$ cat config.mk
export PLATFORM = sky130hd
export DESIGN_NAME = shs_host_adapter
export DESIGN_NICKNAME = d
export VERILOG_FILES = /design/src/shs_pkg.sv /design/src/shs_fifo.sv /design/src/shs_host_adapter.sv
export VERILOG_INCLUDE_DIRS = /design/src
export SDC_FILE = /design/constraint.sdc
export NUM_CORES = 2
export LEC_CHECK = 0
export ABC_AREA = 1
export BUFFER_PORTS_ARGS = -buffer_cell sky130_fd_sc_hd__buf_2
export CORE_MARGIN = 8
export CORE_UTILIZATION = 61
export DETAILED_ROUTE_END_ITERATION = 10
export HOLD_SLACK_MARGIN = 0.15
export PLACE_DENSITY = 0.78
export SETUP_SLACK_MARGIN = 0.4
export SLEW_MARGIN = 20
export SYNTH_ARGS = -nofsm -noshare
export SYNTH_HDL_FRONTEND = slang
export SYNTH_SLANG_ARGS = --single-unit
$ cat constraint.sdc
create_clock -name pclk -period 5.17 [get_ports pclk]
set_input_delay 0 -clock pclk [delete_from_list [all_inputs] [get_ports pclk]]
set_output_delay 0 -clock pclk [all_outputs]
set_load 0.01 [all_outputs]
$ cat src/shs_defs.svh
`ifndef SHS_DEFS_SVH
`define SHS_DEFS_SVH

// Register offsets (byte addresses, one word each)
`define SHS_A_DATA 8'h00
`define SHS_A_TASK 8'h04
`define SHS_A_CMD 8'h08
`define SHS_A_STATUS 8'h0C
`define SHS_A_CONTROL 8'h10
`define SHS_A_DMA_CTRL 8'h14
`define SHS_A_DMA_COUNT 8'h18
`define SHS_A_INFO 8'h1C

// Shadow status bit positions
`define SHS_ST_BUSY 7
`define SHS_ST_SERVICE_REQUEST_FLAG 4
`define SHS_ST_DRQ 3
`define SHS_ST_REL 2

// Status reset value and DMA control ready bit position
`define SHS_ST_RESET 8'h00
`define SHS_DMA_CTRL_READY 0

// Sizes and counts
`define SHS_FIFO_DEPTH 16
`define SHS_FRAME_WORDS 16'h0800

`endif

$ cat src/shs_pkg.sv
package shs_pkg;

	typedef enum logic [2:0] {
		SHS_FR_REG_D2H,
		SHS_FR_SDB,
		SHS_FR_DMA_ACT,
		SHS_FR_PIO_SETUP,
		SHS_FR_DATA
	} shs_fis_kind_t;

	typedef enum logic [1:0] {
		SHS_IDLE,
		SHS_PIO_OUT,
		SHS_PIO_IN,
		SHS_DMA_IN
	} shs_mode_t;

	typedef struct packed {
		shs_fis_kind_t kind;
		logic irq_flag;
		logic dir_d2h;
		logic [7:0] status;
		logic [7:0] e_status;
		logic [15:0] count;
		logic [31:0] task_word;
	} shs_fis_hdr_t;

	typedef struct packed {
		logic [31:0] task_word;
		logic [7:0] command;
		logic [7:0] control;
	} shs_h2d_t;

	typedef struct packed {
		logic [7:0] status;
		logic [31:0] task_word;
		logic [7:0] control;
		logic irq;
		shs_mode_t mode;
		logic hold_valid;
		shs_fis_hdr_t hold;
		logic [15:0] tgt;
		logic [7:0] est;
		logic [15:0] cnt;
		logic act_pending;
		logic dma_ready;
		logic [15:0] remain;
		logic [15:0] fcnt;
		logic dma_tx;
		logic txr_valid;
		shs_h2d_t txr;
	} shs_ctl_t;

	typedef struct packed {
		logic [31:0] data;
		logic have;
	} shs_rd_t;

endpackage

$ cat src/shs_fifo.sv
`timescale 1ns/1ps
`default_nettype none
module shs_fifo #(
	parameter int WIDTH = 32,
	parameter int DEPTH = 16
) (
	// Clock and reset
	input wire logic pclk,
	input wire logic presetn,
	// Fill side
	input wire logic in_valid,
	output logic in_ready,
	input wire logic [WIDTH-1:0] in_data,
	// Drain side
	output logic out_valid,
	input wire logic out_ready,
	output logic [WIDTH-1:0] out_data
);
	localparam int AW = $clog2(DEPTH);

	logic [WIDTH-1:0] mem [DEPTH];
	logic [AW:0] wptr;
	logic [AW:0] rptr;
	logic [AW:0] next_wptr;
	logic [AW:0] next_rptr;

	// Extra pointer bit tells full from empty; DEPTH must be a power of two
	assign in_ready = (wptr - rptr) != (AW + 1)'(DEPTH);
	assign out_valid = wptr != rptr;
	assign out_data = mem[rptr[AW-1:0]];

	always_comb begin
		next_wptr = wptr;
		next_rptr = rptr;
		if (in_valid && in_ready) begin
			next_wptr = wptr + (AW + 1)'(1);
		end
		if (out_valid && out_ready) begin
			next_rptr = rptr + (AW + 1)'(1);
		end
	end

	always_ff @(posedge pclk or negedge presetn) begin
		if (!presetn) begin
			wptr <= '0;
			rptr <= '0;
		end else begin
			wptr <= next_wptr;
			rptr <= next_rptr;
		end
	end

	always_ff @(posedge pclk) begin
		if (in_valid && in_ready) begin
			mem[wptr[AW-1:0]] <= in_data;
		end
	end
endmodule // shs_fifo
`default_nettype wire

$ cat src/shs_host_adapter.sv
// The address map and the APB slave port were decided locally.
`timescale 1ns/1ps
`default_nettype none
`include "shs_defs.svh"
module shs_host_adapter (
	// Clock and reset
	input wire logic pclk,
	input wire logic presetn,
	// APB slave
	input wire logic psel,
	input wire logic penable,
	input wire logic pwrite,
	input wire logic [7:0] paddr,
	input wire logic [31:0] pwdata,
	output logic [31:0] prdata,
	output logic pready,
	output logic pslverr,
	// Interrupt to host
	output logic irq,
	// Inbound frame headers from link
	input wire logic rx_hdr_valid,
	input wire shs_pkg::shs_fis_hdr_t rx_hdr,
	// Inbound data words from link
	input wire logic rx_valid,
	input wire logic [31:0] rx_data,
	output logic rx_ready,
	// Outbound register frame to link
	output logic txr_valid,
	output shs_pkg::shs_h2d_t txr,
	// Outbound data words to link
	output logic tx_valid,
	output logic [31:0] tx_data,
	output logic tx_last,
	input wire logic tx_ready,
	// DMA controller, read data toward memory
	output logic dma_rd_valid,
	output logic [31:0] dma_rd_data,
	input wire logic dma_rd_ready,
	// DMA controller, write data from memory
	input wire logic dma_wr_valid,
	input wire logic [31:0] dma_wr_data,
	output logic dma_wr_ready
);
	shs_pkg::shs_ctl_t c;
	shs_pkg::shs_ctl_t next_c;
	shs_pkg::shs_rd_t rd;
	shs_pkg::shs_rd_t next_rd;

	logic acc;
	logic wr_acc;
	logic rd_acc;
	logic mapped;
	logic rxf_in_ready;
	logic rxf_out_valid;
	logic rxf_out_ready;
	logic [31:0] rxf_out_data;
	logic rx_push;
	logic txf_in_valid;
	logic txf_in_ready;
	logic [32:0] txf_in_data;
	logic [32:0] txf_out_data;
	logic pio_wr;
	logic pio_rd;
	logic pio_last;
	logic dma_push;
	logic dma_last;

	function automatic logic hit(input logic [7:0] a, input logic [7:0] off);
		return a == off;
	endfunction

	assign mapped = hit(paddr, `SHS_A_DATA) || hit(paddr, `SHS_A_TASK) ||
		hit(paddr, `SHS_A_CMD) || hit(paddr, `SHS_A_STATUS) ||
		hit(paddr, `SHS_A_CONTROL) || hit(paddr, `SHS_A_DMA_CTRL) ||
		hit(paddr, `SHS_A_DMA_COUNT) || hit(paddr, `SHS_A_INFO);

	// Data port stalls instead of underflowing or overflowing a FIFO
	always_comb begin
		pready = penable;
		if (hit(paddr, `SHS_A_DATA)) begin
			if (!pwrite && c.mode == shs_pkg::SHS_PIO_IN && !rd.have) begin
				pready = 1'b0;
			end
			if (pwrite && c.mode == shs_pkg::SHS_PIO_OUT && !txf_in_ready) begin
				pready = 1'b0;
			end
		end
	end

	assign pslverr = psel && penable && !mapped;
	assign acc = psel && penable && pready;
	assign wr_acc = acc && pwrite && mapped;
	assign rd_acc = acc && !pwrite && mapped;
	assign prdata = rd.data;

	assign pio_rd = rd_acc && hit(paddr, `SHS_A_DATA) && c.mode == shs_pkg::SHS_PIO_IN;
	assign pio_wr = wr_acc && hit(paddr, `SHS_A_DATA) && c.mode == shs_pkg::SHS_PIO_OUT;
	assign pio_last = pio_wr && (c.cnt + 16'h0001) == c.tgt;

	// Read data is registered a cycle ahead, so a read sees state one cycle old
	always_comb begin
		next_rd = rd;
		if (psel) begin
			next_rd.have = rxf_out_valid;
			case (paddr)
				`SHS_A_DATA: next_rd.data = (c.mode == shs_pkg::SHS_PIO_IN) ? rxf_out_data : '0;
				`SHS_A_TASK: next_rd.data = c.task_word;
				`SHS_A_CMD: next_rd.data = {24'h000000, c.txr.command};
				`SHS_A_STATUS: next_rd.data = {24'h000000, c.status};
				`SHS_A_CONTROL: next_rd.data = {24'h000000, c.control};
				`SHS_A_DMA_CTRL: next_rd.data = {31'h00000000, c.dma_ready};
				`SHS_A_DMA_COUNT: next_rd.data = {16'h0000, c.remain};
				`SHS_A_INFO: next_rd.data = {16'h0000, c.cnt[7:0], 3'h0, c.mode,
					c.dma_tx, c.act_pending, c.hold_valid};
				default: next_rd.data = '0;
			endcase
		end
	end

	always_ff @(posedge pclk or negedge presetn) begin
		if (!presetn) begin
			rd <= '0;
		end else begin
			rd <= next_rd;
		end
	end

	// Inbound FIFO serves both PIO reads and the DMA path
	assign rx_ready = rxf_in_ready && ((c.mode == shs_pkg::SHS_PIO_IN && c.cnt != c.tgt) ||
		c.mode == shs_pkg::SHS_DMA_IN);
	assign rx_push = rx_valid && rx_ready;
	assign dma_rd_valid = rxf_out_valid && c.mode == shs_pkg::SHS_DMA_IN && c.dma_ready;
	assign dma_rd_data = rxf_out_data;
	assign rxf_out_ready = pio_rd || (dma_rd_valid && dma_rd_ready);

	shs_fifo #(.WIDTH(32), .DEPTH(`SHS_FIFO_DEPTH)) u_rx_fifo (
		.pclk(pclk),
		.presetn(presetn),
		.in_valid(rx_push),
		.in_ready(rxf_in_ready),
		.in_data(rx_data),
		.out_valid(rxf_out_valid),
		.out_ready(rxf_out_ready),
		.out_data(rxf_out_data)
	);

	// Outbound FIFO carries the end-of-frame mark beside each word
	assign dma_wr_ready = c.dma_tx && txf_in_ready && c.mode != shs_pkg::SHS_PIO_OUT;
	assign dma_push = dma_wr_valid && dma_wr_ready;
	assign dma_last = c.remain == 16'h0001 || (c.fcnt + 16'h0001) == `SHS_FRAME_WORDS;
	assign txf_in_valid = pio_wr || dma_push;
	assign txf_in_data = pio_wr ? {pio_last, pwdata} : {dma_last, dma_wr_data};
	assign tx_last = txf_out_data[32];
	assign tx_data = txf_out_data[31:0];

	shs_fifo #(.WIDTH(33), .DEPTH(`SHS_FIFO_DEPTH)) u_tx_fifo (
		.pclk(pclk),
		.presetn(presetn),
		.in_valid(txf_in_valid),
		.in_ready(txf_in_ready),
		.in_data(txf_in_data),
		.out_valid(tx_valid),
		.out_ready(tx_ready),
		.out_data(txf_out_data)
	);

	assign irq = c.irq;
	assign txr_valid = c.txr_valid;
	assign txr = c.txr;

	always_comb begin
		next_c = c;
		next_c.txr_valid = 1'b0;
		// Status read clears first so a same-cycle event still sets it
		if (rd_acc && hit(paddr, `SHS_A_STATUS)) begin
			next_c.irq = 1'b0;
		end
		if (wr_acc) begin
			case (paddr)
				`SHS_A_TASK: next_c.task_word = pwdata;
				`SHS_A_CONTROL: next_c.control = pwdata[7:0];
				`SHS_A_DMA_CTRL: next_c.dma_ready = pwdata[`SHS_DMA_CTRL_READY];
				`SHS_A_DMA_COUNT: next_c.remain = pwdata[15:0];
				`SHS_A_CMD: begin
					next_c.status[`SHS_ST_BUSY] = 1'b1;
					next_c.txr = '{task_word: c.task_word, command: pwdata[7:0],
						control: c.control};
					next_c.txr_valid = 1'b1;
				end
				default: ;
			endcase
		end
		if (pio_wr) begin
			next_c.cnt = c.cnt + 16'h0001;
			if (pio_last) begin
				next_c.status = c.est;
				next_c.status[`SHS_ST_DRQ] = 1'b0;
				next_c.status[`SHS_ST_BUSY] = 1'b1;
				next_c.mode = shs_pkg::SHS_IDLE;
			end
		end
		if (rx_push && c.mode == shs_pkg::SHS_PIO_IN) begin
			next_c.cnt = c.cnt + 16'h0001;
		end
		if (c.mode == shs_pkg::SHS_PIO_IN && c.cnt == c.tgt && !rxf_out_valid) begin
			next_c.status = c.est;
			next_c.status[`SHS_ST_DRQ] = 1'b0;
			next_c.status[`SHS_ST_BUSY] = 1'b1;
			next_c.mode = shs_pkg::SHS_IDLE;
		end
		// An early activation waits here for software to restore the context
		if (c.act_pending && c.dma_ready && !c.dma_tx && c.remain != 16'h0000) begin
			next_c.dma_tx = 1'b1;
			next_c.act_pending = 1'b0;
			next_c.fcnt = '0;
		end
		if (dma_push) begin
			next_c.remain = c.remain - 16'h0001;
			next_c.fcnt = c.fcnt + 16'h0001;
			if (dma_last) begin
				next_c.dma_tx = 1'b0;
			end
		end
		// Link events last: a frame overrides a same-cycle software change
		if (rx_hdr_valid) begin
			case (rx_hdr.kind)
				shs_pkg::SHS_FR_REG_D2H: begin
					next_c.status = rx_hdr.status;
					if (rx_hdr.status[`SHS_ST_REL]) begin
						next_c.status[`SHS_ST_BUSY] = 1'b0;
					end
					next_c.task_word = rx_hdr.task_word;
					if (rx_hdr.irq_flag) begin
						next_c.irq = 1'b1;
					end
					if (c.mode == shs_pkg::SHS_DMA_IN) begin
						next_c.mode = shs_pkg::SHS_IDLE;
					end
				end
				shs_pkg::SHS_FR_SDB: begin
					next_c.status[`SHS_ST_SERVICE_REQUEST_FLAG] = 1'b1;
					if (!c.status[`SHS_ST_BUSY]) begin
						next_c.irq = 1'b1;
					end
				end
				shs_pkg::SHS_FR_DMA_ACT: begin
					next_c.act_pending = 1'b1;
				end
				shs_pkg::SHS_FR_PIO_SETUP: begin
					if (rx_hdr.dir_d2h) begin
						next_c.hold_valid = 1'b1;
						next_c.hold = rx_hdr;
					end else begin
						next_c.status = rx_hdr.status;
						next_c.status[`SHS_ST_BUSY] = 1'b0;
						next_c.status[`SHS_ST_DRQ] = 1'b1;
						next_c.tgt = rx_hdr.count;
						next_c.est = rx_hdr.e_status;
						next_c.cnt = '0;
						next_c.mode = shs_pkg::SHS_PIO_OUT;
						next_c.irq = next_c.irq || rx_hdr.irq_flag;
					end
				end
				shs_pkg::SHS_FR_DATA: begin
					if (c.hold_valid) begin
						next_c.task_word = c.hold.task_word;
						next_c.status = c.hold.status;
						next_c.status[`SHS_ST_BUSY] = 1'b0;
						next_c.status[`SHS_ST_DRQ] = 1'b1;
						next_c.tgt = c.hold.count;
						next_c.est = c.hold.e_status;
						next_c.cnt = '0;
						next_c.mode = shs_pkg::SHS_PIO_IN;
						next_c.hold_valid = 1'b0;
						next_c.irq = next_c.irq || c.hold.irq_flag;
					end else if (c.mode == shs_pkg::SHS_IDLE) begin
						next_c.mode = shs_pkg::SHS_DMA_IN;
					end
				end
				default: ;
			endcase
		end
	end

	always_ff @(posedge pclk or negedge presetn) begin
		if (!presetn) begin
			c <= '0;
			c.status <= `SHS_ST_RESET;
		end else begin
			c <= next_c;
		end
	end
endmodule // shs_host_adapter
`default_nettype wire

# Yosys cells after proc, flatten, opt, wreduce, memory -nomap -nowiden
# Memory sizes are Yosys's and may differ from the RTL's.
# Cells that the tools add are included.
# word_totals
input_bits	183
mem_count	2
ram_bits	1040
ff_bits	298
# classes
addsub	9
eq_ne	27
n_reduce_logical	70
n_mux	57
# memory_table
name	depth	width	read_ports	rd_clocked_by_memory_dff	write_ports	line	rtl
u_tx_fifo.mem	16	33	1	0	1	shs_fifo.sv:21	logic [WIDTH-1:0] mem [DEPTH];
u_rx_fifo.mem	16	32	1	0	1	shs_fifo.sv:21	
# ops
op	n
$pmux W32 S8	1
$mux W40	5
$mux W114	1
$mux W49	2
$pmux W40 S2	1
$mux W70	1
$mux W69	1
$mux W33	2
$mux W16	4
$mux W32	2
$pmux W32 S2	1
$mux W8	5
$logic_and A1 B1 Y1	36
$add A16 B1 Y16 const B	2
$eq A16 B16 Y1	2
$eq A8 B5 Y1 const B	4
$add A5 B1 Y5 const B	4
$mux W1	17
$mux W17	1
$eq A16 B1 Y1 const B	1
$eq A16 B12 Y1 const B	1
$eq A8 B4 Y1 const B	2
$ne A16 B16 Y1	1
$reduce_bool A16 Y1	1
other kinds (28)	65

# Depth between registers and ports, before layout
# depth
depth_word	19
mapped_depth	20
mapped_depth_nobuf	19

# Cells and area by module
# Synthesis repeated with hierarchy kept, for this count alone.
# hier_totals
cells_unflattened	5255
hier_area_um2	57370.0
# modules_own_cells
module	instances	cells_per_inst	area_per_inst_um2
shs_fifo at u_tx_fifo	1	1625	21336.7
shs_fifo at u_rx_fifo	1	1617	21071.5
shs_host_adapter	1	2013	14961.8

# Worst setup path after synthesis
# Ideal clock, no wire load.
# synth_path
path_type	flip-flop to flip-flop
start	register u_tx_fifo.rptr[1]
end	memory u_tx_fifo.mem[11][0] (enable)
n_path_buf	2
arrival_time_ns	3.803
path_stages_with_launch	18
slack_ns	0.944
setup_ns	0.423
path_cell_list	dfrtp_1 clkinv_1 clkbuf_1 clkbuf_1 ha_1 nand2_1 nand2_1 nand2_1 nand2_1 nand2_1 nand2_1 nand3_1 nand2_1 nand2_1 nand4_1 nand2_2 nand2_1 nor2_1
# synth_between
elab_chain_len	15
word_cells_on_any_way	18
cone_classes	add/sub (1); eq/ne (1); mux (4); reduce/logical (12)
# synth_rtl
item	line	rtl
from (decl)	shs_fifo.sv:23	logic [AW:0] rptr;
from (signal assigned)	shs_fifo.sv:49	rptr <= next_rptr;
$sub A5 B5 Y5 (*)	shs_fifo.sv:28	assign in_ready = (wptr - rptr) != (AW + 1)'(DEPTH);
$ne A5 B5 Y1 (*)	shs_fifo.sv:28	
$logic_not A1 Y1	shs_host_adapter.sv:84	if (pwrite && c.mode == shs_pkg::SHS_PIO_OUT && !txf_in_ready) begin
$logic_and A1 B1 Y1	shs_host_adapter.sv:84	
$mux W1	shs_host_adapter.sv:84	
$mux W1	shs_host_adapter.sv:80	if (hit(paddr, `SHS_A_DATA)) begin
$logic_and A1 B1 Y1	shs_host_adapter.sv:91	assign acc = psel && penable && pready;
$logic_and A1 B1 Y1 (2 in a row)	shs_host_adapter.sv:92	assign wr_acc = acc && pwrite && mapped;
$logic_and A1 B1 Y1 (2 in a row)	shs_host_adapter.sv:97	assign pio_wr = wr_acc && hit(paddr, `SHS_A_DATA) && c.mode == shs_pkg::SHS_PIO_OUT;
$logic_or A1 B1 Y1	shs_host_adapter.sv:151	assign txf_in_valid = pio_wr || dma_push;
$logic_and A1 B1 Y1 (*)	shs_fifo.sv:54	if (in_valid && in_ready) begin
$mux W1 (*)	shs_fifo.sv:54	
$mux W1 (not written as such) (*)	shs_fifo.sv:55	mem[wptr[AW-1:0]] <= in_data;
to (decl)	shs_fifo.sv:21	
# Mark *: on every way between the ends. The rest lies on a longest branch, timed or not.

# Final worst setup path
# layout_path
start	input paddr[0]
end	register c[69] (netlist bit)
# layout_between
elab_chain_len	11
word_cells_on_any_way	22
cone_classes	eq/ne (7); mux (1); reduce/logical (14)
# layout_rtl
item	line	rtl
from (decl)	shs_host_adapter.sv:13	input wire logic [7:0] paddr,
$eq A8 B3 Y1 or $logic_not A8 Y1 (tied branches)	shs_host_adapter.sv:69	return a == off;
$logic_or A1 B1 Y1 (7 in a row)	shs_host_adapter.sv:72	assign mapped = hit(paddr, `SHS_A_DATA) || hit(paddr, `SHS_A_TASK) ||
$logic_and A1 B1 Y1	shs_host_adapter.sv:92	
$reduce_bool A2 Y1 (no line)	--	
$reduce_and A2 Y1 (no line) (*)	--	
to (signal assigned)	shs_host_adapter.sv:290	c <= next_c;
to (decl)	shs_host_adapter.sv:44	shs_pkg::shs_ctl_t c;
# Marks and branches as above.
# A chain may end at the register's enable or synchronous reset.

==> qor.csv <==
stage,metric,value,unit
run_status,status,"complete, no violations",
grt,GRT overflow,0,
cells_and_area,area delta synth->final,18.13,%
logic_synthesis,sequential area share after synthesis,0.6877,
critical_path,worst reg2reg path depth,20,
pwr,VDD IR max,0.3809,mV
routing,via count,43220,
sta,hold_ws,0.1931,ns
logic_synthesis,dominant cell type by area after synthesis,edfxtp_1,
critical_path,r2r setup slk,0.71,ns
sta,setup violators final,0,
sta,Fin. Hold Viols,0,
grt,global-route wire length before repair,257.3,mm
critical_path,Critical Path RT,5.86,ns
job,max cap viols,0,
cells_and_area,fin nets,5683,
floorplan,Die ar.,101600,µm²
clocking,Clock Sinks,1328,
cells_and_area,post-route non-filler standard cell count,6779,
clocking,Clock Latency Late Sink,0.75,ns
worst_hold_path,Hold Path Origin,rx_data[28],
critical_path,kind of critical path,primary input to register,
floorplan,area of the core,91250,µm²
sta,final setup TNS,0,ns
worst_hold_path,Hold Path Class,primary input to register,
worst_hold_path,WHS Path Cells,2,
critical_path,critical path startpoint category,primary input,
critical_path,critical path's largest stage delay,0.70,ns
routing,Routed WL per cell,25.68,µm
cells_and_area,FILL cells,5696,
logic_synthesis,post-synth top area share,0.5588,
sta,fmax,0.2140,GHz
clocking,maximum clock path buffer count,3,
floorplan,Die W,318.7,µm
critical_path,Worst R2R End,c[69],
logic_synthesis,Synth cell types,53,
sta,Worst Tran Pin Value,1.218,ns
routing,WL final,174.1,mm
clocking,Root Buffer,clkbuf_16,
sta,slew margin rel.,0.1872,
sta,Final Slew Violations,0,
routing,ANT nets after route,0,
cells_and_area,share of post-route cells with drive strength above 1,0.1302,
sta,RSZ-0062 raised after global routing,false,
clocking,H-tree levels,4,
worst_hold_path,Hold Path End,u_rx_fifo.mem[14][28],
placement,port bufs,333,
clocking,CTS tree,done,
floorplan,FP Rows,111,
clocking,cts bufs inserted,132,
placement,hpwl dp,97.86,mm
grt,overall routing resource usage,0.3313,
critical_path,RR Startpoint,u_tx_fifo.rptr[0],
grt,vias in the first global route,42619,
pwr,P per Cell Area,505.3,nW/µm²
routing,Vias/cell,6.376,
critical_path,worst-path maximum fanout,12,
logic_synthesis,yosys warns,0,
critical_path,CP most frequent cell,dlygate4sd3_1,
pwr,Leak,24.83,nW
critical_path,critical path cell sequence,dlygate4sd3_1 -> buf_2 -> nor2_2 -> dlygate4sd3_1 -> nand3_1 -> dlygate4sd3_1 -> nor2_2 -> dlygate4sd3_1 -> nand2_2 -> dlygate4sd3_1 -> nor2_4 -> nand2_1 -> dlygate4sd3_1 -> o211ai_1 -> dlygate4sd3_1,
logic_synthesis,most area-consuming cells after synthesis,"edfxtp_1 56%, dfrtp_1 13%, o21ai_0 6.8%",
logic_synthesis,Post-Syn Nets,5163,
critical_path,Critical Path Slowest Stage Cell,dlygate4sd3_1,
placement,gpl congestion,0.9598,
logic_synthesis,syn_area_per_cell,11.27,µm²
critical_path,Crit. End Element,register,
routing,drt pass-1 iters,8,
clocking,clock-pin slew on the worst setup and hold paths,0.07,ns
routing,DRC viols,0,
grt,largest net degree at the start of global routing,134,
sta,minimum clock period,4.673,ns
grt,antenna violations before repair,17,
logic_synthesis,Cells after Synth,4958,
cells_and_area,"commonest non-fill, non-tap cell in the layout",edfxtp_1,
sta,period utilisation layout,0.9039,
floorplan,num ports,336,
cells_and_area,most frequent cells in the layout,"1040 x edfxtp_1, 754 x o21ai_0, 754 x nand2_1, 614 x nor2_1, 332 x buf_2",
logic_synthesis,Post-Syn Area,55890,µm²
critical_path,Critical Path AT,5.36,ns
logic_synthesis,post-synthesis register bit count,1328,
floorplan,Initial Util,0.6125,
routing,DR iter-0 viols,6340,
sta,worst clock skew,0.03890,ns
floorplan,Die Y,318.7,µm
placement,placed cell count,6211,
## synthesized netlist by cell type (all sizes together)
master	count
a2111oi	1
a211oi	1
a21boi	4
a21o	2
a21oi	67
a221oi	2
a22o	23
a22oi	15
a31oi	10
a32o	1
and2	1
buf	146
clkbuf	224
clkinv	6
dfrtp	288
edfxtp	1040
ha	22
inv	262
mux2	1
nand2	766
nand3	189
nand3b	1
nand4	17
nor2	664
nor3	19
nor4	2
o2111ai	6
o211ai	47
o21a	1
o21ai	798
o21bai	3
o221ai	95
o22ai	176
o311ai	1
o31ai	2
or2	1
xnor2	19
xor2	35
## power by group
| part | internal (mW) | total (mW) | switching [mW] | leakage, nW |
|---|---|---|---|---|
| clock | 5.56 | 9.66 | 4.10 | 2.08 |
| sequential | 12.5 | 13.0 | 0.559 | 13.2 |
| combinational | 3.09 | 10.7 | 7.58 | 9.57 |
## metrics by stage
step                      power [mW]  cell area (µm²)  worst slack, ns    util
after CTS                      33.04            65900           0.4260  0.7222
after floorplan                19.24            55890           0.9436       -
after detailed placement       23.29            58440            1.188  0.6405
after global routing           34.62            66010           0.4018  0.7235
after global placement         22.99            58430            1.263  0.6404
final                          33.36            66020           0.4967  0.7236
## final cells by class
cell class / count / area, µm² / share of cell area
flip-flops and latches: 1328 / 38450 / 0.5824
clock buffers: 174 / 3595 / 0.05445
multi-input cells: 2992 / 14990 / 0.2270
repair buffers: 756 / 5753 / 0.08714
well taps: 1186 / 1484 / 0.02248
diodes: 15 / 37.54 / 0.0005685
clock inverters: 60 / 693.2 / 0.01050
inverters: 268 / 1018 / 0.01543
## kinds of logic after synthesis
kind of cell / share of synthesized area
buffers and inverters: 0.04997
AND/OR/NAND/NOR: 0.1201
multiplexers: 0.0002015
AO/OA/AOI/OAI: 0.1286
adder cells (fa/ha/maj): 0.004925
flip-flops: 0.6877
XOR/XNOR: 0.008462
## per-layer routing
layer,GRT usage,up-vias,share of wire
met5,0,-,0.00024
met2,0.5096,3241,0.46
li1,-,18586,-
met3,0.09831,694,0.13
met4,0.2033,6,0.067
met1,0.4140,20693,0.35
## timing repair
item	CTS	global route
hold buffers	315	0
hold endpoints to repair	1429	0
setup endpoints to repair	0	4
resized for setup	0	2
buffers inserted	0	4
## registers in the layout, indices dropped and copies added (netlist names), 5 cells and up
name and flops:
u_tx_fifo.wptr 5, txr 48, u_rx_fifo.mem 512, u_rx_fifo.wptr 5
u_rx_fifo.rptr 5, c 185, prdata 32, u_tx_fifo.mem 528
u_tx_fifo.rptr 5
## worst max-delay path: cells and delay by family
kind,cells,cell delay (ns)
compound gates,1,0.09
buf+inv,8,4.36
simple gates,6,0.89
## how the worst max path moves through the flow
stage | startpoint | slack [ns] | cells after the start | end
2_1_floorplan | u_tx_fifo.rptr[1] | 0.94 | 17 | u_tx_fifo.mem[11][0]
3_3_place_gp | u_tx_fifo.rptr[0] | 1.26 | 16 | u_tx_fifo.mem[15][17]
3_5_place_dp | u_tx_fifo.rptr[0] | 1.19 | 16 | u_tx_fifo.mem[15][2]
4_1_cts | paddr[0] | 0.43 | 15 | c[75]
5_1_grt | paddr[0] | 0.40 | 15 | c[69]
6_report | paddr[0] | 0.50 | 15 | c[69]
Note: power is estimated with default switching activity, not from simulation.
